`config.mk`:
```
export PLATFORM = sky130hd
export DESIGN_NAME = bsl_boot_strap_latch
export DESIGN_NICKNAME = d
export VERILOG_FILES = /design/src/include/bsl_pkg.sv /design/src/logic/bsl_boot_strap_latch.sv /design/src/logic/bsl_pad_pull.sv /design/src/logic/bsl_apb_regs.sv
export VERILOG_INCLUDE_DIRS = /design/src /design/src/include
export SDC_FILE = /design/constraint.sdc
export NUM_CORES = 1
export LEC_CHECK = 0
export BUFFER_PORTS_ARGS = -buffer_cell sky130_fd_sc_hd__clkbuf_2
export CORE_MARGIN = 4
export CORE_UTILIZATION = 43
export DETAILED_ROUTE_END_ITERATION = 7
export GPL_ROUTABILITY_DRIVEN = 0
export HOLD_SLACK_MARGIN = 0.05
export PLACE_DENSITY_LB_ADDON = 0.15
export SYNTH_ARGS = -nofsm -noshare
export SYNTH_HDL_FRONTEND = slang
export SYNTH_SLANG_ARGS = --single-unit
```
`constraint.sdc`:
```
create_clock -name mclk -period 3.5 [get_ports mclk]
set_clock_uncertainty 0.15 [all_clocks]
set_input_delay 0.7 -clock mclk [delete_from_list [all_inputs] [get_ports mclk]]
set_output_delay 0.7 -clock mclk [all_outputs]
set_load 0.005 [all_outputs]
```
`src/include/bsl_defs.svh`:
```
// Offsets, field positions, reset values and widths for the strap latch
`ifndef BSL_DEFS_SVH
`define BSL_DEFS_SVH

// Register bus geometry
`define BSL_ADDR_W        8
`define BSL_DATA_W        32
`define BSL_NUM_STRAPS    5

// Register byte offsets
`define BSL_OFS_CAPTURE   8'h00
`define BSL_OFS_OVERRIDE  8'h04
`define BSL_OFS_STATUS    8'h08

// Override register fields
`define BSL_OVR_VOLT_EN   0
`define BSL_OVR_VOLT_18   1
`define BSL_OVR_SDIO_EN   2
`define BSL_OVR_SMP_RISE  3
`define BSL_OVR_DRV_RISE  4
`define BSL_OVR_W         5
`define BSL_OVR_RST       5'h00

// Status register fields (bits 5:0 are the effective settings)
`define BSL_STAT_RUN      6
`define BSL_STAT_CONFLICT 7
`define BSL_STAT_W        8

// Pull defaults: 1 = pull-up, 0 = pull-down, bit order as the strap struct
`define BSL_PULLUP_MASK   5'h1A
`define BSL_STRAP_RST     5'h1A

`endif

```
`src/include/bsl_pkg.sv`:
```
// Types shared by the strap latch design
package bsl_pkg;

   // Strap pin levels, bit 4 first
   typedef struct packed {
      logic sdioEdgeB;
      logic logEdge;
      logic dlQual;
      logic bootSel;
      logic ioVolt;
   } bsl_straps_t;

   // Effective boot configuration
   typedef struct packed {
      logic volt18Sel;
      logic bootFlash;
      logic downloadBoot;
      logic logEnable;
      logic sdioSampleRise;
      logic sdioDriveRise;
   } bsl_cfg_t;

   typedef enum logic [0:0] {
      BSL_ST_CAPTURE = 1'b0,
      BSL_ST_RUN     = 1'b1
   } bsl_state_t;

endpackage

```
`src/logic/bsl_boot_strap_latch.sv`:
```
// Boot strap latch: samples strap pins in reset, decodes boot settings
//
// Design decisions made here: the APB slave port and the address map.
`timescale 1ns/1ns
`default_nettype none
`include "bsl_defs.svh"

module bsl_boot_strap_latch (
   // Clock and reset
   input  wire logic                    mclk,
   input  wire logic                    rst,
   // Reset sources
   input  wire logic                    moduleEnable,
   input  wire logic                    sysResetReq,
   // Strap pins
   input  wire bsl_pkg::bsl_straps_t    strapPinIn,
   output var  logic [4:0]              pullUpEn,
   output var  logic [4:0]              pullDownEn,
   output var  logic                    pinsReleased,
   // Boot configuration
   output var  bsl_pkg::bsl_cfg_t       bootCfg,
   output var  logic                    deviceRunning,
   // APB
   input  wire logic                    psel,
   input  wire logic                    penable,
   input  wire logic                    pwrite,
   input  wire logic [`BSL_ADDR_W-1:0]  paddr,
   input  wire logic [`BSL_DATA_W-1:0]  pwdata,
   output var  logic [`BSL_DATA_W-1:0]  prdata,
   output var  logic                    pready,
   output var  logic                    pslverr
);

   localparam logic [4:0] PULL_MASK = `BSL_PULLUP_MASK;

   bsl_pkg::bsl_state_t  state_q;
   bsl_pkg::bsl_state_t  state_d;
   bsl_pkg::bsl_straps_t straps_q;
   bsl_pkg::bsl_cfg_t    cfg_d;
   logic [`BSL_OVR_W-1:0] ovr;

   // Any reset source holds the block in capture
   wire logic inReset   = !moduleEnable || sysResetReq;
   wire logic capturing = (state_q == bsl_pkg::BSL_ST_CAPTURE);
   wire logic running   = (state_q == bsl_pkg::BSL_ST_RUN);

   // Override applies only once booted
   wire logic ovrVolt = running && ovr[`BSL_OVR_VOLT_EN];
   wire logic ovrSdio = running && ovr[`BSL_OVR_SDIO_EN];

   // Download boot with the qualifier high is a board fault
   wire logic conflict = !straps_q.bootSel && straps_q.dlQual;

   // Next state
   always_comb begin
      case (state_q)
         bsl_pkg::BSL_ST_CAPTURE: begin
            state_d = inReset ? bsl_pkg::BSL_ST_CAPTURE : bsl_pkg::BSL_ST_RUN;
         end
         bsl_pkg::BSL_ST_RUN: begin
            state_d = inReset ? bsl_pkg::BSL_ST_CAPTURE : bsl_pkg::BSL_ST_RUN;
         end
         default: begin
            state_d = bsl_pkg::BSL_ST_CAPTURE;
         end
      endcase
   end

   // State register
   always_ff @(posedge mclk or posedge rst) begin
      if (rst) begin
         state_q <= bsl_pkg::BSL_ST_CAPTURE;
      end else begin
         state_q <= state_d;
      end
   end

   // Strap latch: tracks pins in capture, frozen once running.
   // The last sample before release is what the device boots with.
   always_ff @(posedge mclk or posedge rst) begin
      if (rst) begin
         straps_q <= `BSL_STRAP_RST;
      end else if (capturing) begin
         straps_q <= strapPinIn;
      end
   end

   // Setting decode
   always_comb begin
      cfg_d.volt18Sel      = ovrVolt ? ovr[`BSL_OVR_VOLT_18]
                                     : straps_q.ioVolt;
      cfg_d.bootFlash      = straps_q.bootSel;
      cfg_d.downloadBoot   = !straps_q.bootSel;
      cfg_d.logEnable      = straps_q.logEdge;
      cfg_d.sdioSampleRise = ovrSdio ? ovr[`BSL_OVR_SMP_RISE]
                                     : straps_q.logEdge;
      cfg_d.sdioDriveRise  = ovrSdio ? ovr[`BSL_OVR_DRV_RISE]
                                     : straps_q.sdioEdgeB;
   end

   // Output registers
   always_ff @(posedge mclk or posedge rst) begin
      if (rst) begin
         bootCfg       <= '0;
         deviceRunning <= 1'b0;
         pinsReleased  <= 1'b0;
      end else begin
         bootCfg       <= cfg_d;
         deviceRunning <= running;
         pinsReleased  <= running;
      end
   end

   // One pull controller per strap pin
   for (genvar i = 0; i < `BSL_NUM_STRAPS; i++) begin : gPull
      bsl_pad_pull #(
         .DEFAULT_HIGH (PULL_MASK[i])
      ) uPull (
         .mclk       (mclk),
         .rst        (rst),
         .pullActive (capturing),
         .pullUpEn   (pullUpEn[i]),
         .pullDownEn (pullDownEn[i])
      );
   end

   // Register file
   bsl_apb_regs uRegs (
      .mclk    (mclk),
      .rst     (rst),
      .psel    (psel),
      .penable (penable),
      .pwrite  (pwrite),
      .paddr   (paddr),
      .pwdata  (pwdata),
      .prdata  (prdata),
      .pready  (pready),
      .pslverr (pslverr),
      .capture (straps_q),
      .status  ({conflict, running, cfg_d}),
      .ovr     (ovr)
   );

   // Cycles spent running, saturating; feeds the long-hold cover only
   logic [3:0]       runLen_q;
   wire  logic [3:0] runLen_d = !running ? 4'h0 :
                                (runLen_q == 4'hF) ? runLen_q : runLen_q + 4'h1;

   // Run-length register
   always_ff @(posedge mclk or posedge rst) begin
      if (rst) begin
         runLen_q <= 4'h0;
      end else begin
         runLen_q <= runLen_d;
      end
   end
endmodule

`default_nettype wire

```
`src/logic/bsl_pad_pull.sv`:
```
// Weak pull control for one strap pin
`timescale 1ns/1ns
`default_nettype none

module bsl_pad_pull #(
   parameter bit DEFAULT_HIGH = 1'b0
) (
   // Clock and reset
   input  wire logic mclk,
   input  wire logic rst,
   // Control
   input  wire logic pullActive,
   // Pad pull enables
   output var  logic pullUpEn,
   output var  logic pullDownEn
);

   // Pulls are on from reset so a floating pin settles before sampling
   always_ff @(posedge mclk or posedge rst) begin
      if (rst) begin
         pullUpEn   <= DEFAULT_HIGH;
         pullDownEn <= !DEFAULT_HIGH;
      end else begin
         pullUpEn   <= pullActive && DEFAULT_HIGH;
         pullDownEn <= pullActive && !DEFAULT_HIGH;
      end
   end

endmodule

`default_nettype wire

```
`src/logic/bsl_apb_regs.sv`:
```
// APB slave holding the strap capture, override and status registers
`timescale 1ns/1ns
`default_nettype none
`include "bsl_defs.svh"

module bsl_apb_regs (
   // Clock and reset
   input  wire logic                    mclk,
   input  wire logic                    rst,
   // APB
   input  wire logic                    psel,
   input  wire logic                    penable,
   input  wire logic                    pwrite,
   input  wire logic [`BSL_ADDR_W-1:0]  paddr,
   input  wire logic [`BSL_DATA_W-1:0]  pwdata,
   output var  logic [`BSL_DATA_W-1:0]  prdata,
   output var  logic                    pready,
   output var  logic                    pslverr,
   // Block side
   input  wire logic [4:0]              capture,
   input  wire logic [`BSL_STAT_W-1:0]  status,
   output var  logic [`BSL_OVR_W-1:0]   ovr
);

   // Address decode
   wire logic hitCap  = (paddr == `BSL_OFS_CAPTURE);
   wire logic hitOvr  = (paddr == `BSL_OFS_OVERRIDE);
   wire logic hitStat = (paddr == `BSL_OFS_STATUS);
   wire logic hitAny  = hitCap || hitOvr || hitStat;
   // One wait state: answer is registered in the first access cycle
   wire logic access  = psel && penable && !pready;
   wire logic wrDone  = psel && penable && pready && pwrite && hitOvr;

   // Read mux, unused upper bits read as zero
   wire logic [`BSL_DATA_W-1:0] rdMux =
      hitCap  ? {27'h0000000, capture} :
      hitOvr  ? {27'h0000000, ovr} :
      hitStat ? {24'h000000, status} : 32'h00000000;

   // Handshake and read data
   always_ff @(posedge mclk or posedge rst) begin
      if (rst) begin
         pready  <= 1'b0;
         pslverr <= 1'b0;
         prdata  <= 32'h00000000;
      end else begin
         pready  <= access;
         pslverr <= access && !hitAny;
         prdata  <= (access && !pwrite) ? rdMux : 32'h00000000;
      end
   end

   // Override bits, written on the completing edge only
   always_ff @(posedge mclk or posedge rst) begin
      if (rst) begin
         ovr <= `BSL_OVR_RST;
      end else if (wrDone) begin
         ovr <= pwdata[`BSL_OVR_W-1:0];
      end
   end
endmodule

`default_nettype wire

```
==> qor.yml, run 1 <==
finalSetupViolations: 0
area_growth_syn_to_layout_pct: 11.7
critPathMaxFanout: 8
comb_power_share: 0.109
layout_min_cycle_time_ns: 2.19
cts_tree: "done"
drt-wirelength-per-cell_um: 11.0
port_buffers: 47
placement_rows: 20
overflow: 0
clkTransAtPathRegs_ns: 0.08
num_io_pins: 104
timing.final.crit_share: 0.626
power_switching_w: 0.000143
cts.sink_count: 29
syn_area_per_cell_um2: 11.7
die_h_um: 65.8
cts.htree.levels: 2
maxSlewHeadroom: 0.323
core-area_um2: 3130
yosysWarningCount: 0
grt_max_degree: 30
post_synth_instance_area_um2: 1440
synth.distinct_cells: 29
drt-vias-per-instance: 4.36
synth_sequential_area_ratio: 0.508
multiInputGateArea_um2: 504
cellInternalPower_w: 0.000483
run_status: "finished, final reports clean"
final_hold_violation_count: 0
routed_wirelength_um: 2320
clock_power_share: 0.313
regArea_um2: 731
drt_first_pass_iters: 2
layout_common_cells: "47 x sky130_fd_sc_hd__clkbuf_2, 29 x sky130_fd_sc_hd__conb_1, 25 x sky130_fd_sc_hd__dfrtp_1"
final.fill_count: 296
clock_tree.buffer_depth: 2
critical_path_arrival_ns: 2.24
power.sequential.fraction: 0.578
first_pass_grt_wire_length_um: 3860
worst_pin_slew_ns: 1.01
p_leak_nw: 0.869
grt_antenna_before_repair: 0
seq_cells_post_synth: 29
final-max-slew-violation-count: 0
worst_setup_path_end_kind: "flip-flop"
half_perimeter_wire_length_of_the_detailed_placement_result_um: 1920
max-cap-violations: 0
cts_buffer_count: 5
grt_util_all_layers: 0.119
drive_gt1_frac: 0.437
vdd.ir_drop.worst_mv: 0.208
most_common_cell_after_layout_fill_and_taps_aside: "sky130_fd_sc_hd__clkbuf_2"
drcViolationCount: 0
postCtsHoldBufs: 0
worst_setup_path_start_kind: "input pin"
power_density_nw_per_um2: 389
fmaxAchievable_ghz: 0.456
cts-resized-gates: 0
via_count: 919
drtAntennaViolNets: 0
total_power_w: 0.000625
floorplan.die.width_um: 65.8
via_count_of_the_first_global_routing_pass: 880
die-area_um2: 4330
synthesis.instances: 123
postCtsSetupRepairBufs: 0
first_iter_violations: 9
setup-tns-final_ns: 0
worst_hold_path_type: "reg -> reg"
cts.root.buffer_cell: "sky130_fd_sc_hd__clkbuf_4"
timing.critical_path.required_ns: 3.54
insertedDiodeCount: 0
crit_type: "in -> reg"
grt_setup_unrepaired: "false"
fin_nets: 218
clock_insertion_delay_worst_skew_ns: 0.31
switching_share: 0.228
initial_util: 0.460
-- cell type report --
class | instances | area share
flip-flops and latches | 29 | 0.455
multi-input cells | 77 | 0.314
repair buffers | 47 | 0.146
clock buffers | 8 | 0.0366
well taps | 44 | 0.0343
inverters | 6 | 0.0140
-- per-layer routing --
| layer | wire [µm] | vias up | GRT usage | share of wire |
|---|---|---|---|---|
| li1 | - | 438 | - | - |
| met1 | 866 | 424 | 0.131 | 0.37 |
| met2 | 1170 | 49 | 0.199 | 0.50 |
| met3 | 212 | 8 | 0.0255 | 0.092 |
| met4 | 68 | 0 | 0.0855 | 0.029 |
| met5 | 0 | - | 0 | 0 |
-- cell families (layout without fill, tap and decap cells) --
logic type,after synthesis,in the layout,synth area share
buffers and inverters,45,61,0.214
DFF,29,29,0.508
and+or+nand+nor,24,24,0.111
muxes,14,14,0.107
AOI/OAI and AO/OA,10,10,0.0574
other,1,29,0.00261
-- power by group through the flow --
| stage | clock network [W] | logic, W | registers (W) |
|---|---|---|---|
| after floorplan | 0 | 0.0000682 | 0.000366 |
| after global placement | 0 | 0.0000679 | 0.000368 |
| after detailed placement | 0 | 0.0000687 | 0.000369 |
| after CTS | 0.000206 | 0.0000691 | 0.000362 |
| after global routing | 0.000222 | 0.0000782 | 0.000364 |
| final | 0.000195 | 0.0000682 | 0.000362 |
-- cells in the mapped netlist --
master,n,area share
sky130_fd_sc_hd__nor2_1,3,0.0078
sky130_fd_sc_hd__nor3_1,2,0.0070
sky130_fd_sc_hd__or4_4,2,0.016
sky130_fd_sc_hd__mux2_1,1,0.0078
sky130_fd_sc_hd__conb_1,1,0.0026
sky130_fd_sc_hd__nand2_1,4,0.010
sky130_fd_sc_hd__dfrtp_1,25,0.44
sky130_fd_sc_hd__a2bb2oi_1,2,0.012
sky130_fd_sc_hd__buf_6,1,0.0078
sky130_fd_sc_hd__or2_2,1,0.0044
sky130_fd_sc_hd__a2111oi_2,1,0.010
sky130_fd_sc_hd__a21o_1,2,0.010
sky130_fd_sc_hd__clkbuf_1,3,0.0078
sky130_fd_sc_hd__buf_4,35,0.18
sky130_fd_sc_hd__mux2i_1,3,0.021
sky130_fd_sc_hd__nor4b_2,1,0.010
sky130_fd_sc_hd__dfstp_2,4,0.073
sky130_fd_sc_hd__nand3b_1,1,0.0052
sky130_fd_sc_hd__a211oi_1,2,0.010
sky130_fd_sc_hd__nor4_1,3,0.013
sky130_fd_sc_hd__inv_1,6,0.016
sky130_fd_sc_hd__and4bb_2,1,0.0087
sky130_fd_sc_hd__and3_1,1,0.0044
sky130_fd_sc_hd__nand2b_1,2,0.0087
sky130_fd_sc_hd__mux2_2,10,0.078
sky130_fd_sc_hd__a21oi_1,1,0.0035
sky130_fd_sc_hd__and4_1,1,0.0061
sky130_fd_sc_hd__a21boi_0,2,0.010
sky130_fd_sc_hd__nor2b_1,2,0.0087
-- per-stage QoR --
step / setup slack, ns / area [µm²] / hold WS, ns / util / instances
floorplan: 1.09 / 1540 / 0.202 / - / 151
detailed placement: 0.989 / 1550 / 0.275 / 0.495 / 203
global placement: 1.00 / 1550 / 0.274 / 0.495 / 203
finish: 1.31 / 1610 / 0.278 / 0.514 / 211
CTS: 1.33 / 1610 / 0.282 / 0.514 / 211
global route: 1.26 / 1610 / 0.291 / 0.514 / 211
-- state kept, by name, summed over array words and instances (netlist names) --
signal	cells
uRegs.pslverr	1
bootCfg	6
cfg_d	2
running	1
uRegs.pready	1
gPull.uPull.pullDownEn	1
uRegs.ovr	5
uRegs.prdata	8
straps_q	3
deviceRunning	1
-- path summary, 6_finish.rpt --
path / endpoint / slack, ns / start / cells after the start
min in group asynchronous: running / 0.45 / rst / 2
worst max register to register: uRegs.prdata[0] / 1.77 / uRegs.pready / 3
worst max-delay path: uRegs.prdata[0] / 1.31 / paddr[1] / 4
worst min register to register: bootCfg[2] / 0.28 / cfg_d[2] / 0
max in group asynchronous: uRegs.prdata[4] / 2.13 / rst / 2
worst min-delay path: bootCfg[2] / 0.28 / cfg_d[2] / 0
-- critical path, cell delays in order --
cell and delay (ns):
sky130_fd_sc_hd__clkbuf_2 0.08, sky130_fd_sc_hd__or4_4 0.53, sky130_fd_sc_hd__or4_4 0.56, sky130_fd_sc_hd__nor4_1 0.36
Note: power is estimated with default switching activity, not from simulation.
==> inputs of run 2 (changes only) <==
CORE_UTILIZATION = 40   (was 43)
clock period = 2.1 ns   (was 3.5 ns; I/O delays follow)
==> run 2 against run 1 <==
Net effect:
- sequential share of layout area fell by 1.9 points
- flip-flop and latch count did not move
- routed wire length rose by 8.2%
- non-clock buffer count rose by 7
- register-to-register slack got worse by 1.3 ns
- final cell count rose by 4.3%
- clock power rose by 68%
- highest routed layer unchanged
==> qor.yml, run 2 (synthesis results as in run 1) <==
run_status: "finished, final reports clean"
placement_rows: 21
drt_first_pass_iters: 4
drcViolationCount: 0
cts_tree: "done"
grtUsageMet2: 0.183
crit_path_cell_trace: "clkbuf_2 > or4_4 > or4_4 > buf_4 > a2111oi_4"
grt_antenna_before_repair: 0
via_count: 942
timing.critical_path.required_ns: 2.16
num_io_pins: 104
critical_path_arrival_ns: 1.96
area_growth_syn_to_layout_pct: 16.6
crit_type: "in -> reg"
path_buf_inv: 2
first_pass_grt_wire_length_um: 3850
hold_end: "running"
routed_wirelength_um: 2510
finalSetupViolations: 0
final_hold_violation_count: 0
met1_resource_use_gr: 0.136
fmaxAchievable_ghz: 0.526
worst_setup_path_start_kind: "input pin"
worst_r2r_startpoint: "uRegs.pready"
regArea_um2: 731
insertedDiodeCount: 0
clock_insertion_delay_worst_skew_ns: 0.31
die_h_um: 68.0
first_iter_violations: 22
grt_most_used_layer: "met2"
top_register: "uRegs.prdata"
drt-vias-per-instance: 4.28
layout_min_cycle_time_ns: 1.90
drtAntennaViolNets: 0
largest_registers_in_the_final_layout: "uRegs.prdata: 8 flops, bootCfg: 6 flops, uRegs.ovr: 5 flops"
clock_tree.buffer_depth: 2
overflow: 0
most_common_cell_after_layout_fill_and_taps_aside: "sky130_fd_sc_hd__clkbuf_2"
logic_depth_of_the_worst_register_to_register_path: 4
largest_register_ff_count: 8
critPathMaxFanout: 5
cts.htree.levels: 2
via_count_of_the_first_global_routing_pass: 857
core-area_um2: 3420
final-max-slew-violation-count: 0
worst_hold_path_type: "in -> reg"
half_perimeter_wire_length_of_the_detailed_placement_result_um: 2020
vdd.ir_drop.worst_mv: 0.326
worst_hold_path.num_cells: 2
timing.final.crit_share: 0.905
port_buffers: 47
layout_common_cells: "47 x sky130_fd_sc_hd__clkbuf_2, 29 x sky130_fd_sc_hd__conb_1, 25 x sky130_fd_sc_hd__dfrtp_1"
die-area_um2: 4620
worst_slack_ns: 0.200
crit-reg2reg-capture: "uRegs.prdata[1]"
placement.setup.worst_slack_ns: -0.126
hold_path.startpoint: "sysResetReq"
worst_setup_path_end_kind: "flip-flop"
grt_util_met3: 0.0296
setup-tns-final_ns: 0
final_core_util: 0.491
crit_path_frequent_cell: "sky130_fd_sc_hd__or4_4"
max-cap-violations: 0
p_leak_nw: 0.900
grt_setup_unrepaired: "false"
critPathTopFamily: "simple AND/OR/NAND/NOR gates"
grt_max_degree: 30
clkTransAtPathRegs_ns: 0.08
worst-r2r-setup-slack_ns: 0.44
drive_gt1_frac: 0.454
fin_nets: 225
cts.sink_count: 29
floorplan.die.width_um: 68.0
max_stage_delay_ns: 0.59
initial_util: 0.421
power_density_nw_per_um2: 629
cts.root.buffer_cell: "sky130_fd_sc_hd__clkbuf_4"
cpMaxStageDelayCell: "sky130_fd_sc_hd__or4_4"
final.fill_count: 357
grt_util_all_layers: 0.114
multiInputGateArea_um2: 517
cts_buffer_count: 5
drt-wirelength-per-cell_um: 11.4
==> run 2: changes by cell type in the layout (fill, tap and decap cells not counted) <==
cell and change:
sky130_fd_sc_hd__a2111oi_2 -1, sky130_fd_sc_hd__a2111oi_4 +1, sky130_fd_sc_hd__buf_4 +6, sky130_fd_sc_hd__dlygate4sd3_1 +1
==> run 2: power by group <==
part           leakage (nW)  internal [W]  total, W  switching (W)
clock network        0.0326      0.000165  0.000328       0.000163
logic                 0.499     0.0000596  0.000124      0.0000642
registers             0.369      0.000586  0.000603      0.0000168
==> run 2: worst reg2reg max path: cells and delay by family, from the launching register on <==
kind,cells,cell delay [ns]
flip-flops,1,0.38
AO/OA/AOI/OAI,1,0.18
AND/OR/NAND/NOR,2,0.68
buffers and inverters,1,0.17
==> run 2: metrics by stage <==
step	hold WS, ns	cell area (µm²)	instances	total power, W
after floorplan	0.202	1560	151	0.000725
after global placement	0.275	1610	211	0.000734
after detailed placement	0.274	1610	211	0.000737
after CTS	0.0938	1680	220	0.00107
after global routing	0.0896	1680	220	0.00112
final	0.103	1680	220	0.00105
==> run 2: final cells by class <==
cell class,instances,area share
sequential,29,0.436
clock buffer,8,0.0351
timing repair buffer,54,0.173
tap,46,0.0343
inverter,6,0.0134
multi-input combinational,77,0.308
==> run 2: worst max-delay path by stage <==
stage,startpoint,endpoint,slack [ns],cells past startpoint
global placement,paddr[4],uRegs.prdata[0],-0.15,4
detailed placement,paddr[4],uRegs.prdata[1],-0.13,5
global route,paddr[4],uRegs.prdata[0],0.14,4
CTS,paddr[4],uRegs.prdata[1],0.20,5
finish,paddr[4],uRegs.prdata[1],0.20,5
floorplan,paddr[4],uRegs.prdata[0],-0.01,4
==> run 2: repair_timing <==
item / 4_1_cts / 5_1_grt
hold endpoints to repair: 25 / 0
hold buffers: 1 / 0
gates resized for setup: 0 / 0
setup buffers: 0 / 0
==> run 2: metal layers <==
metal	vias to the layer above	wire, µm
met5	-	0
met4	0	44
met3	4	250
met2	51	1260
met1	438	950
li1	449	-
